**config.mk**
```make
export PLATFORM = sky130hd
export DESIGN_NAME = physical_rng_health_gate
export DESIGN_NICKNAME = d
export VERILOG_FILES = /design/src/rtl/rng_gate_pkg.sv /design/src/rtl/physical_rng_health_gate.sv
export SDC_FILE = /design/constraint.sdc
export NUM_CORES = 1
export LEC_CHECK = 0
export BUFFER_PORTS_ARGS = -buffer_cell sky130_fd_sc_hd__buf_2
export CAP_MARGIN = 20
export CELL_PAD_IN_SITES_DETAIL_PLACEMENT = 2
export CELL_PAD_IN_SITES_GLOBAL_PLACEMENT = 2
export CORE_AREA = 2 2 79 81
export DETAILED_ROUTE_END_ITERATION = 8
export DIE_AREA = 0 0 81 83
export PLACE_DENSITY = 0.85
export REMOVE_ABC_BUFFERS = 1
export SYNTH_ARGS = -nofsm -noshare
export SYNTH_HDL_FRONTEND = slang
export SYNTH_SLANG_ARGS = --single-unit
export TNS_END_PERCENT = 1
```
**constraint.sdc**
```tcl
create_clock -name core_clk -period 3.4 [get_ports core_clk]
set_input_delay 0.51 -clock core_clk [delete_from_list [all_inputs] [get_ports core_clk]]
set_output_delay 0.51 -clock core_clk [all_outputs]
set_load 0.01 [all_outputs]
```
**src/rtl/rng_gate_pkg.sv**
```systemverilog
// constants and types shared by the random octet health gate
package rng_gate_pkg;

  // =========================================================
  // total-failure test
  localparam int unsigned RUN_W = 6;
  localparam logic [RUN_W-1:0] TF_RUN_LIMIT = 6'h20;
  localparam logic [RUN_W-1:0] RUN_ONE = 6'h01;
  localparam logic [RUN_W-1:0] RUN_MAX = 6'h3f;

  // =========================================================
  // online statistical test, one window of raw bits
  localparam int unsigned WIN_W = 8;
  localparam logic [WIN_W-1:0] WIN_LAST = 8'hff;
  localparam int unsigned ONES_W = 9;
  localparam logic [ONES_W-1:0] ONES_MIN = 9'h060;
  localparam logic [ONES_W-1:0] ONES_MAX = 9'h0a0;

  // =========================================================
  // octet assembly
  localparam int unsigned OCTET_W = 8;
  localparam logic [2:0] BIT_LAST = 3'h7;

  // =========================================================
  // reset values
  localparam logic [OCTET_W-1:0] OCTET_RST = 8'h00;
  localparam logic [RUN_W-1:0] RUN_RST = 6'h00;
  localparam logic [WIN_W-1:0] WIN_RST = 8'h00;
  localparam logic [ONES_W-1:0] ONES_RST = 9'h000;
  localparam logic [2:0] BIT_RST = 3'h0;

  typedef enum logic [1:0] {
    ST_STARTUP = 2'b00,
    ST_RUN     = 2'b01,
    ST_FAIL    = 2'b10
  } gate_state_t;

  typedef struct packed {
    logic failed;
    logic total_fail_seen;
    logic stat_fail_seen;
    logic startup_done;
  } health_status_t;

endpackage

```
**src/rtl/physical_rng_health_gate.sv**
```systemverilog
// health tests and output gate between raw entropy bits and octets
// =========================================================
// Overview of operation
// - startup total-failure check blocks all output
// - failure in operation discards pending and later octets
// - online test at start and throughout operation
// - no output before startup pass or after defect
// - online test runs continuously on every raw bit
// - random output delivered as eight-bit octets
// - window bounds reject low-entropy raw sequences
// - octets are raw samples, no post-processing
`timescale 1ns/10ps
`default_nettype none

module physical_rng_health_gate
  import rng_gate_pkg::*;
(
  input wire logic core_clk,
  input wire logic rstn,
  input wire logic raw_bit,
  input wire logic raw_bit_valid,
  output logic [OCTET_W-1:0] octet_data,
  output logic octet_valid,
  input wire logic octet_ready,
  output health_status_t status
);

  // =========================================================
  // state
  gate_state_t state_q, state_d;
  logic last_bit_q;
  logic [RUN_W-1:0] run_cnt_q, run_cnt_d;
  logic [WIN_W-1:0] win_cnt_q, win_cnt_d;
  logic [ONES_W-1:0] ones_cnt_q, ones_cnt_d;
  logic [OCTET_W-1:0] shift_q;
  logic [2:0] bit_cnt_q;
  logic [OCTET_W-1:0] out_q;
  logic out_valid_q, out_valid_d;
  logic tf_seen_q, sf_seen_q;

  // =========================================================
  // total-failure test: stuck source repeats one value
  wire same_bit = raw_bit == last_bit_q;
  wire total_fail = raw_bit_valid && same_bit &&
                    (run_cnt_q == TF_RUN_LIMIT - RUN_ONE);
  wire run_sat = run_cnt_q == RUN_MAX;
  assign run_cnt_d = !raw_bit_valid ? run_cnt_q :
                     !same_bit ? RUN_ONE :
                     run_sat ? run_cnt_q : run_cnt_q + RUN_ONE;

  // =========================================================
  // online test: ones count per window of raw bits
  wire win_end = raw_bit_valid && (win_cnt_q == WIN_LAST);
  wire [ONES_W-1:0] ones_final = ones_cnt_q + {8'h00, raw_bit};
  wire ones_bad = (ones_final < ONES_MIN) ||
                  (ones_final > ONES_MAX);
  wire stat_fail = win_end && ones_bad;
  wire any_fail = total_fail || stat_fail;
  assign win_cnt_d = raw_bit_valid ? win_cnt_q + 8'h01 : win_cnt_q;
  assign ones_cnt_d = !raw_bit_valid ? ones_cnt_q :
                      win_end ? ONES_RST : ones_final;

  // =========================================================
  // gate state machine
  always_comb
  begin
    state_d = state_q;
    unique case (state_q)
      ST_STARTUP:
      begin
        if (any_fail)
          state_d = ST_FAIL;
        else if (win_end)
          state_d = ST_RUN;
      end
      ST_RUN:
      begin
        if (any_fail)
          state_d = ST_FAIL;
      end
      ST_FAIL:
        state_d = ST_FAIL;
      default:
        state_d = ST_FAIL;
    endcase
  end

  // =========================================================
  // octet assembly and output register
  wire octet_done = raw_bit_valid && (bit_cnt_q == BIT_LAST);
  wire [OCTET_W-1:0] octet_next = {shift_q[OCTET_W-2:0], raw_bit};
  wire in_run = state_q == ST_RUN;
  wire out_free = !out_valid_q || octet_ready;
  wire load = octet_done && in_run && !any_fail && out_free;
  assign out_valid_d = any_fail ? 1'b0 :
                       load ? 1'b1 :
                       octet_ready ? 1'b0 : out_valid_q;

  always_ff @(posedge core_clk or negedge rstn)
  begin
    if (!rstn)
    begin
      state_q <= ST_STARTUP;
      last_bit_q <= 1'b0;
      run_cnt_q <= RUN_RST;
      win_cnt_q <= WIN_RST;
      ones_cnt_q <= ONES_RST;
      shift_q <= OCTET_RST;
      bit_cnt_q <= BIT_RST;
      out_q <= OCTET_RST;
      out_valid_q <= 1'b0;
      tf_seen_q <= 1'b0;
      sf_seen_q <= 1'b0;
    end
    else
    begin
      state_q <= state_d;
      run_cnt_q <= run_cnt_d;
      win_cnt_q <= win_cnt_d;
      ones_cnt_q <= ones_cnt_d;
      out_valid_q <= out_valid_d;
      tf_seen_q <= tf_seen_q || total_fail;
      sf_seen_q <= sf_seen_q || stat_fail;
      if (raw_bit_valid)
      begin
        last_bit_q <= raw_bit;
        shift_q <= octet_next;
        bit_cnt_q <= bit_cnt_q + 3'h1;
      end
      if (load)
        out_q <= octet_next;
    end
  end

  // =========================================================
  // outputs
  assign octet_data = out_q;
  assign octet_valid = out_valid_q && in_run;
  assign status = health_status_t'{
    failed: state_q == ST_FAIL,
    total_fail_seen: tf_seen_q,
    stat_fail_seen: sf_seen_q,
    startup_done: state_q != ST_STARTUP
  };

  // =========================================================
  // assertions
  a_no_early_out: assert property (@(posedge core_clk) disable iff (!rstn)
    (state_q == ST_STARTUP) |-> !octet_valid && !out_valid_q)
    else $error("octet offered before startup test passed");

  a_total_fail_block: assert property (@(posedge core_clk)
    disable iff (!rstn)
    total_fail |=> (status.failed && !octet_valid) [*3])
    else $error("total failure did not block output");

  a_run_fail_drop: assert property (@(posedge core_clk) disable iff (!rstn)
    (in_run && total_fail) |=> !out_valid_q)
    else $error("pending octet survived a total failure");

  a_stat_fail_flag: assert property (@(posedge core_clk) disable iff (!rstn)
    stat_fail |=> status.failed && status.stat_fail_seen)
    else $error("online test defect not flagged");

  a_startup_exit: assert property (@(posedge core_clk) disable iff (!rstn)
    (state_q == ST_STARTUP && win_end && !any_fail) |=>
    state_q == ST_RUN)
    else $error("startup did not end after a clean window");

  a_win_counts: assert property (@(posedge core_clk) disable iff (!rstn)
    raw_bit_valid |=> win_cnt_q == $past(win_cnt_q) + 8'h01)
    else $error("online test skipped a raw bit");

  a_octet_raw: assert property (@(posedge core_clk) disable iff (!rstn)
    load |=> octet_data == {$past(shift_q[6:0]), $past(raw_bit)})
    else $error("octet differs from raw samples");

  a_octet_hold: assert property (@(posedge core_clk) disable iff (!rstn)
    (octet_valid && !octet_ready && !any_fail) |=>
    octet_valid && $stable(octet_data))
    else $error("offered octet changed before taken");

  a_fail_sticky: assert property (@(posedge core_clk) disable iff (!rstn)
    status.failed |=> status.failed && !octet_valid)
    else $error("failure flag cleared without reset");

  a_tf_flag_set: assert property (@(posedge core_clk) disable iff (!rstn)
    total_fail |=> status.total_fail_seen)
    else $error("total failure not recorded in status");

  a_run_restart: assert property (@(posedge core_clk) disable iff (!rstn)
    (raw_bit_valid && !same_bit) |=> run_cnt_q == RUN_ONE)
    else $error("repeat run not restarted on a changed bit");

  a_window_restart: assert property (@(posedge core_clk) disable iff (!rstn)
    win_end |=> ones_cnt_q == ONES_RST)
    else $error("ones count not cleared at window end");

  a_taken_drop: assert property (@(posedge core_clk) disable iff (!rstn)
    (octet_valid && octet_ready && !load) |=> !octet_valid)
    else $error("taken octet offered a second time");

  a_load_offer: assert property (@(posedge core_clk) disable iff (!rstn)
    load |=> octet_valid)
    else $error("loaded octet not offered");

  a_idle_hold: assert property (@(posedge core_clk) disable iff (!rstn)
    !raw_bit_valid |=> $stable(run_cnt_q) && $stable(win_cnt_q))
    else $error("health counters moved without a raw bit");

  // =========================================================
  // cover points
  c_reach_run: cover property (@(posedge core_clk) disable iff (!rstn)
    state_q == ST_STARTUP ##1 state_q == ST_RUN);
  c_octet_taken: cover property (@(posedge core_clk) disable iff (!rstn)
    octet_valid && octet_ready);
  c_tf_in_run: cover property (@(posedge core_clk) disable iff (!rstn)
    in_run && total_fail);
  c_stat_fail: cover property (@(posedge core_clk) disable iff (!rstn)
    stat_fail);
  c_octet_waits: cover property (@(posedge core_clk) disable iff (!rstn)
    octet_valid && !octet_ready);

endmodule // physical_rng_health_gate

`default_nettype wire

```
# Word level (Yosys, flattened, before mapping)
# Cells that the tools add are included.
[word_totals]
regBits = 47
in_bits = 5
out_inout_bits = 13
[op_classes]
add_sub_neg = 4
order_cmp = 2
n_eq_ne = 10
mux = 10
n_reduce_logical = 21
[op_table]
columns = ["op", "count"]
rows = [
  ["6-bit two-way mux", 2],
  ["9-bit by 1-bit adder with 9-bit output", 1],
  ["9-bit by 8-bit greater-than comparator with 1-bit output (second input constant)", 1],
  ["1-bit logical AND", 9],
  ["9-bit by 7-bit less-than comparator with 1-bit output (second input constant)", 1],
  ["9-bit two-way mux", 1],
  ["8-bit by 1-bit adder with 8-bit output (second input constant)", 1],
  ["8-bit equality test (second input constant)", 1],
  ["6-bit by 1-bit adder with 6-bit output (second input constant)", 1],
  ["6-bit by 5-bit equality test with 1-bit output (second input constant)", 1],
  ["6-bit equality test (second input constant)", 1],
  ["2-bit two-way mux", 3],
  ["1-bit logical OR", 5],
  ["2-bit inequality test (second input constant)", 2],
  ["2-bit case mux with 2 select lines", 1],
  ["2-bit AND reduction", 2],
  ["3-bit by 1-bit adder with 3-bit output (second input constant)", 1],
  ["3-bit equality test (second input constant)", 1],
  ["1-bit two-way mux", 3],
  ["3-bit inequality test (second input constant)", 1],
  ["3-bit nonzero test", 1],
  ["2-bit by 1-bit equality test with 1-bit output (second input constant)", 1],
  ["2-bit equality test (second input constant)", 1],
  ["1-bit logical NOT", 2],
  ["other kinds (3)", 3],
]

# Depth between registers and ports, before layout
[logic_depth]
ltp_word = 10
depth_mapped = 9
mapped_depth_nobuf = 8

# Least setup slack after synthesis
# OpenSTA, ideal clock, no wires.
[synth_path]
kind = "input-to-reg"
startpoint = "in raw_bit"
endpoint = "reg out_q[0] (netlist: octet_data[0])"
setup_ps = 125
arrival_time_ps = 2504
required_ps = 3275
path_slack_ps = 771
cell_stages = 8
n_path_buf = 0
cell_sequence = "ha_1 ha_1 or3_1 a2111oi_0 nor2_1 a211oi_2 o211ai_2 mux2_2"
[synth_between]
elab_chain_len = 8
elab_cells_between_ends = 12
classes_between = "add/sub (1); order compare (2); eq/ne (1); reduce/logical (8)"
[synth_lines]
columns = ["element", "line_no", "source"]
rows = [
  ["start: declaration", "physical_rng_health_gate.sv:20", "input wire logic raw_bit,"],
  ["9-bit by 1-bit adder with 9-bit output", "physical_rng_health_gate.sv:54", "wire [ONES_W-1:0] ones_final = ones_cnt_q + {8'h00, raw_bit};"],
  ["9-bit by 7-bit less-than comparator with 1-bit output or 9-bit by 8-bit greater-than comparator with 1-bit output (tied branches)", "physical_rng_health_gate.sv:55, physical_rng_health_gate.sv:56", ""],
  ["1-bit logical OR", "physical_rng_health_gate.sv:55", "wire ones_bad = (ones_final < ONES_MIN) ||"],
  ["1-bit logical AND", "physical_rng_health_gate.sv:57", "wire stat_fail = win_end && ones_bad;"],
  ["1-bit logical OR", "physical_rng_health_gate.sv:58", "wire any_fail = total_fail || stat_fail;"],
  ["1-bit logical NOT", "physical_rng_health_gate.sv:94", "wire load = octet_done && in_run && !any_fail && out_free;"],
  ["1-bit logical AND (2 in a row)", "physical_rng_health_gate.sv:94", ""],
  ["end signal: assignment", "physical_rng_health_gate.sv:131", "out_q <= octet_next;"],
  ["end: declaration", "physical_rng_health_gate.sv:37", "logic [OCTET_W-1:0] out_q;"],
]
# Parallel ways exist; a longest one is shown, timed or not.
# A chain may end at the register's enable or synchronous reset.

# Final worst setup path
[layout_path]
startpoint = "reg ones_cnt_q[0]"
endpoint = "reg out_q[3] (netlist: octet_data[3])"
[layout_between]
elab_chain_len = 8
elab_cells_between_ends = 9
classes_between = "add/sub (1); order compare (2); reduce/logical (6)"
[layout_lines]
columns = ["element", "line_no", "source"]
rows = [
  ["start: declaration", "physical_rng_health_gate.sv:34", "logic [ONES_W-1:0] ones_cnt_q, ones_cnt_d;"],
  ["start signal: assignment", "physical_rng_health_gate.sv:120", "ones_cnt_q <= ones_cnt_d;"],
  ["9-bit by 1-bit adder with 9-bit output (*)", "physical_rng_health_gate.sv:54", ""],
  ["9-bit by 7-bit less-than comparator with 1-bit output or 9-bit by 8-bit greater-than comparator with 1-bit output (tied branches)", "physical_rng_health_gate.sv:55, physical_rng_health_gate.sv:56", ""],
  ["1-bit logical OR (*)", "physical_rng_health_gate.sv:55", ""],
  ["1-bit logical AND (*)", "physical_rng_health_gate.sv:57", ""],
  ["1-bit logical OR (*)", "physical_rng_health_gate.sv:58", ""],
  ["1-bit logical NOT (*)", "physical_rng_health_gate.sv:94", ""],
  ["1-bit logical AND (*) (2 in a row)", "physical_rng_health_gate.sv:94", ""],
]
# Every way passes the cells marked *; elsewhere a longest branch is shown, timed or not.

==> impl_metrics.csv <==
group,metric,value,unit
floorplan,die_area,6723,µm²
critical_path,critical_path.startpoint_type,"register",
grt,antenna_found_initial,0,
clock_network,htree_levels,2,
route,drc,0,
timing,holdWs,0.1534,ns
floorplan,die_w,81,µm
grt,grt_start_max_net_pins,47,
route,top_layer_used,"met4",
clock_network,ctsLongestPathBuffers,2,
critical_path,critPathBufInv,0,
clock_network,cts_tree,"done",
critical_path,critPathCaptureType,"register",
synth,synth_flop_cell,"dfrtp_1",
timing,fin_crit,2.934,ns
timing,grt_setup_unrepaired,"no",
clock_network,cts_resized,0,
floorplan,io_pins,18,
clock_network,path_clk_slew,0.09,ns
synth,synth_edf_count,0,
place,dp_hpwl,3798,µm
final_layout,layoutNonFillerInstCount,295,
clock_network,clock_latency,0.31,ns
hold_path,hp-class,"primary input to async pin",
final_layout,multiInputGateArea,1021,µm²
grt,grt_pass1_vias,1798,
timing,postLayoutSetupSlackWorst,0.4656,ns
timing,worst_pin_slew,0.5298,ns
route,drt_wl_total,5320,µm
pwr,p_leak,1.119,nW
synth,syn_area_per_cell,11.11,µm²
pwr,report.power.total,1.389,mW
place,gp_congestion,0.7662,
clock_network,cts_root_buffer,"clkbuf_8",
route,wl_per_cell,18.03,µm
grt,overflow,0,
place,dp_cells,286,
final_layout,syn2layout_area_growth,12.11,%
final_layout,final-seq-area,1151,µm²
run,maxCapViolCount,0,
synth,ys_seq_area_share,51.80,%
synth,ys_ff_latch,46,
floorplan,num_rows,28,
synth,synth_area,2222,µm²
route,firstDrtPassIters,4,
critical_path,worstSetupPathType,"register to register",
critical_path,cp_data_arrival_time,3.12,ns
synth,ys_types,41,
route,dr_wl_met3,146,µm
place,placed_cell_area,2377,µm²
final_layout,drive_gt1_share,25.00,%
route,ant_nets,0,
clock_network,cts_sinks,46,
critical_path,crit_chain,"ha_1 -> ha_1 -> or3_1 -> a2111oi_0 -> nor2_1 -> a211oi_2 -> o211ai_2 -> mux2_2",
critical_path,required,3.59,ns
timing,fmax,340.8,MHz
timing,post-route-period-util,86.31,%
synth,syn_inst,200,
timing,hold_viol,0,
final_layout,final_util,42.84,%
route,vias_per_cell,5.515,
floorplan,die_y,83,µm
clock_network,post-cts-setup-buffers,0,
critical_path,critPathTopFamily,"compound AO/OA/AOI/OAI gates",
route,dr_wl_met2,2782,µm
floorplan,core-area,5816,µm²
clock_network,cts-buffers-inserted,5,
route,vias,1627,
critical_path,cp_common_cell,"ha_1",
timing,slew_violations,0,
route,drt_iter0_markers,62,
route,drt-met1-wl,2305,µm
synth,ys_async_sr_fraction,100.0,%
timing,setup_tns,0,ns
status,status,"complete, no violations",
final_layout,design_area,2491,µm²
critical_path,critPathMaxStageDelay,0.47,ns
final_layout,diodes,0,
grt,grt_pass1_wl,8976,µm
final_layout,finalNetCount,230,
pwr,power.density,557.7,nW/µm²
clock_network,hold_buffers,0,
grt,grt_usage,17.18,%
synth,yosysWarningCount,0,
floorplan,initial_core_util,38.21,%
final_layout,fill_cells,630,
timing,slew_headroom,64.35,%
place,port_buffers,17,
place,dp_slack,0.3173,ns
critical_path,cp_slowest_cell,"a2111oi_0",
pwr,ir_drop,0.0002576,V
timing,fin_skew,0.008143,ns
critical_path,worstPathMaxFanout,8,
timing,setup_viol,0,
## routing by layer
layer,vias to the layer above,GRT usage [%]
met5,-,0
li1,757,-
met1,839,20.99
met3,10,3.804
met2,21,29.68
met4,0,5.393
## flip-flops by register name, summed over array words and instances (netlist names)
name,count
run_cnt_q,6
bit_cnt_q,3
win_cnt_q,8
state_q,2
tf_seen_q,1
shift_q,7
octet_data,8
ones_cnt_q,9
out_valid_q,1
sf_seen_q,1
## area by class of cell
class                      count  area share, %
multi-input combinational    143          40.98
inverter                       3         0.4520
clock buffer                   5          2.762
tap                           75          3.767
clock inverter                 3          1.005
sequential                    46          46.21
timing repair buffer          20          4.822
## layout by cell type, fill, tap and decap left out, types with 2 or more instances in the layout
cell / n
nand2b_1: 3
nor2b_1: 2
inv_1: 3
o21ai_0: 9
nor2_1: 12
xnor2_1: 9
nand4_1: 4
nor4_1: 4
ha_1: 6
or3_1: 3
buf_2: 17
o2bb2ai_1: 3
mux2_2: 18
nand2_1: 15
a21oi_1: 8
nand3_1: 10
and3_1: 4
and4_1: 2
o31ai_1: 5
buf_4: 2
or2_2: 3
clkbuf_8: 5
xor2_1: 6
dfrtp_1: 46
## cells by family after synthesis
logic type | count (synthesis) | share of synthesized area, %
flops | 46 | 51.80
xor+xnor | 15 | 5.912
compound gates | 36 | 11.37
fa+ha+maj | 6 | 3.378
simple gates | 68 | 16.16
buf+inv | 11 | 2.252
mux | 18 | 9.121
## synth_stat cells (2+ instances only)
master     number  area share, %
mux2_2         18            9.1
and3_1          4            1.1
inv_1           3           0.51
nor2b_1         2           0.56
or3_1           3           0.84
xnor2_1         9            3.5
buf_4           2           0.68
nand2_1        15            2.5
o31ai_1         5            1.7
xor2_1          6            2.4
nand4_1         4            1.1
o2bb2ai_1       3            1.2
o21ai_0         9            2.0
nand2b_1        3           0.84
and4_1          2           0.79
a21oi_1         8            1.8
nand3_1        10            2.3
ha_1            6            3.4
dfrtp_1        46             52
or2_2           3           0.84
nor2_1         12            2.0
nor4_1          4            1.1
clkbuf_1        5           0.84
## worst reg2reg max path: cells and delay by family, from the launching register on
family / cells / cell delay, ns
mux: 1 / 0.36
simple gates: 2 / 0.54
fa+ha+maj: 2 / 0.55
flops: 1 / 0.40
compound gates: 3 / 0.97
## power breakdown
part / total (mW) / switching, mW / internal, mW / leakage [nW]
Clock: 0.352 / 0.204 / 0.149 / 0.0447
Sequential: 0.783 / 0.121 / 0.662 / 0.595
Combinational: 0.255 / 0.124 / 0.130 / 0.479
## final timing paths
kind                               start            end  slack, ns  depth (start not counted)
max reg2reg                ones_cnt_q[0]  octet_data[3]       0.47                          8
min reg2reg                    tf_seen_q      tf_seen_q       0.47                          1
max                        ones_cnt_q[0]  octet_data[3]       0.47                          8
max in group asynchronous           rstn   win_cnt_q[6]       2.72                          2
min in group core_clk          tf_seen_q      tf_seen_q       0.47                          1
min                                 rstn   run_cnt_q[4]       0.15                          1
Note: power is estimated with default switching activity, not from simulation.
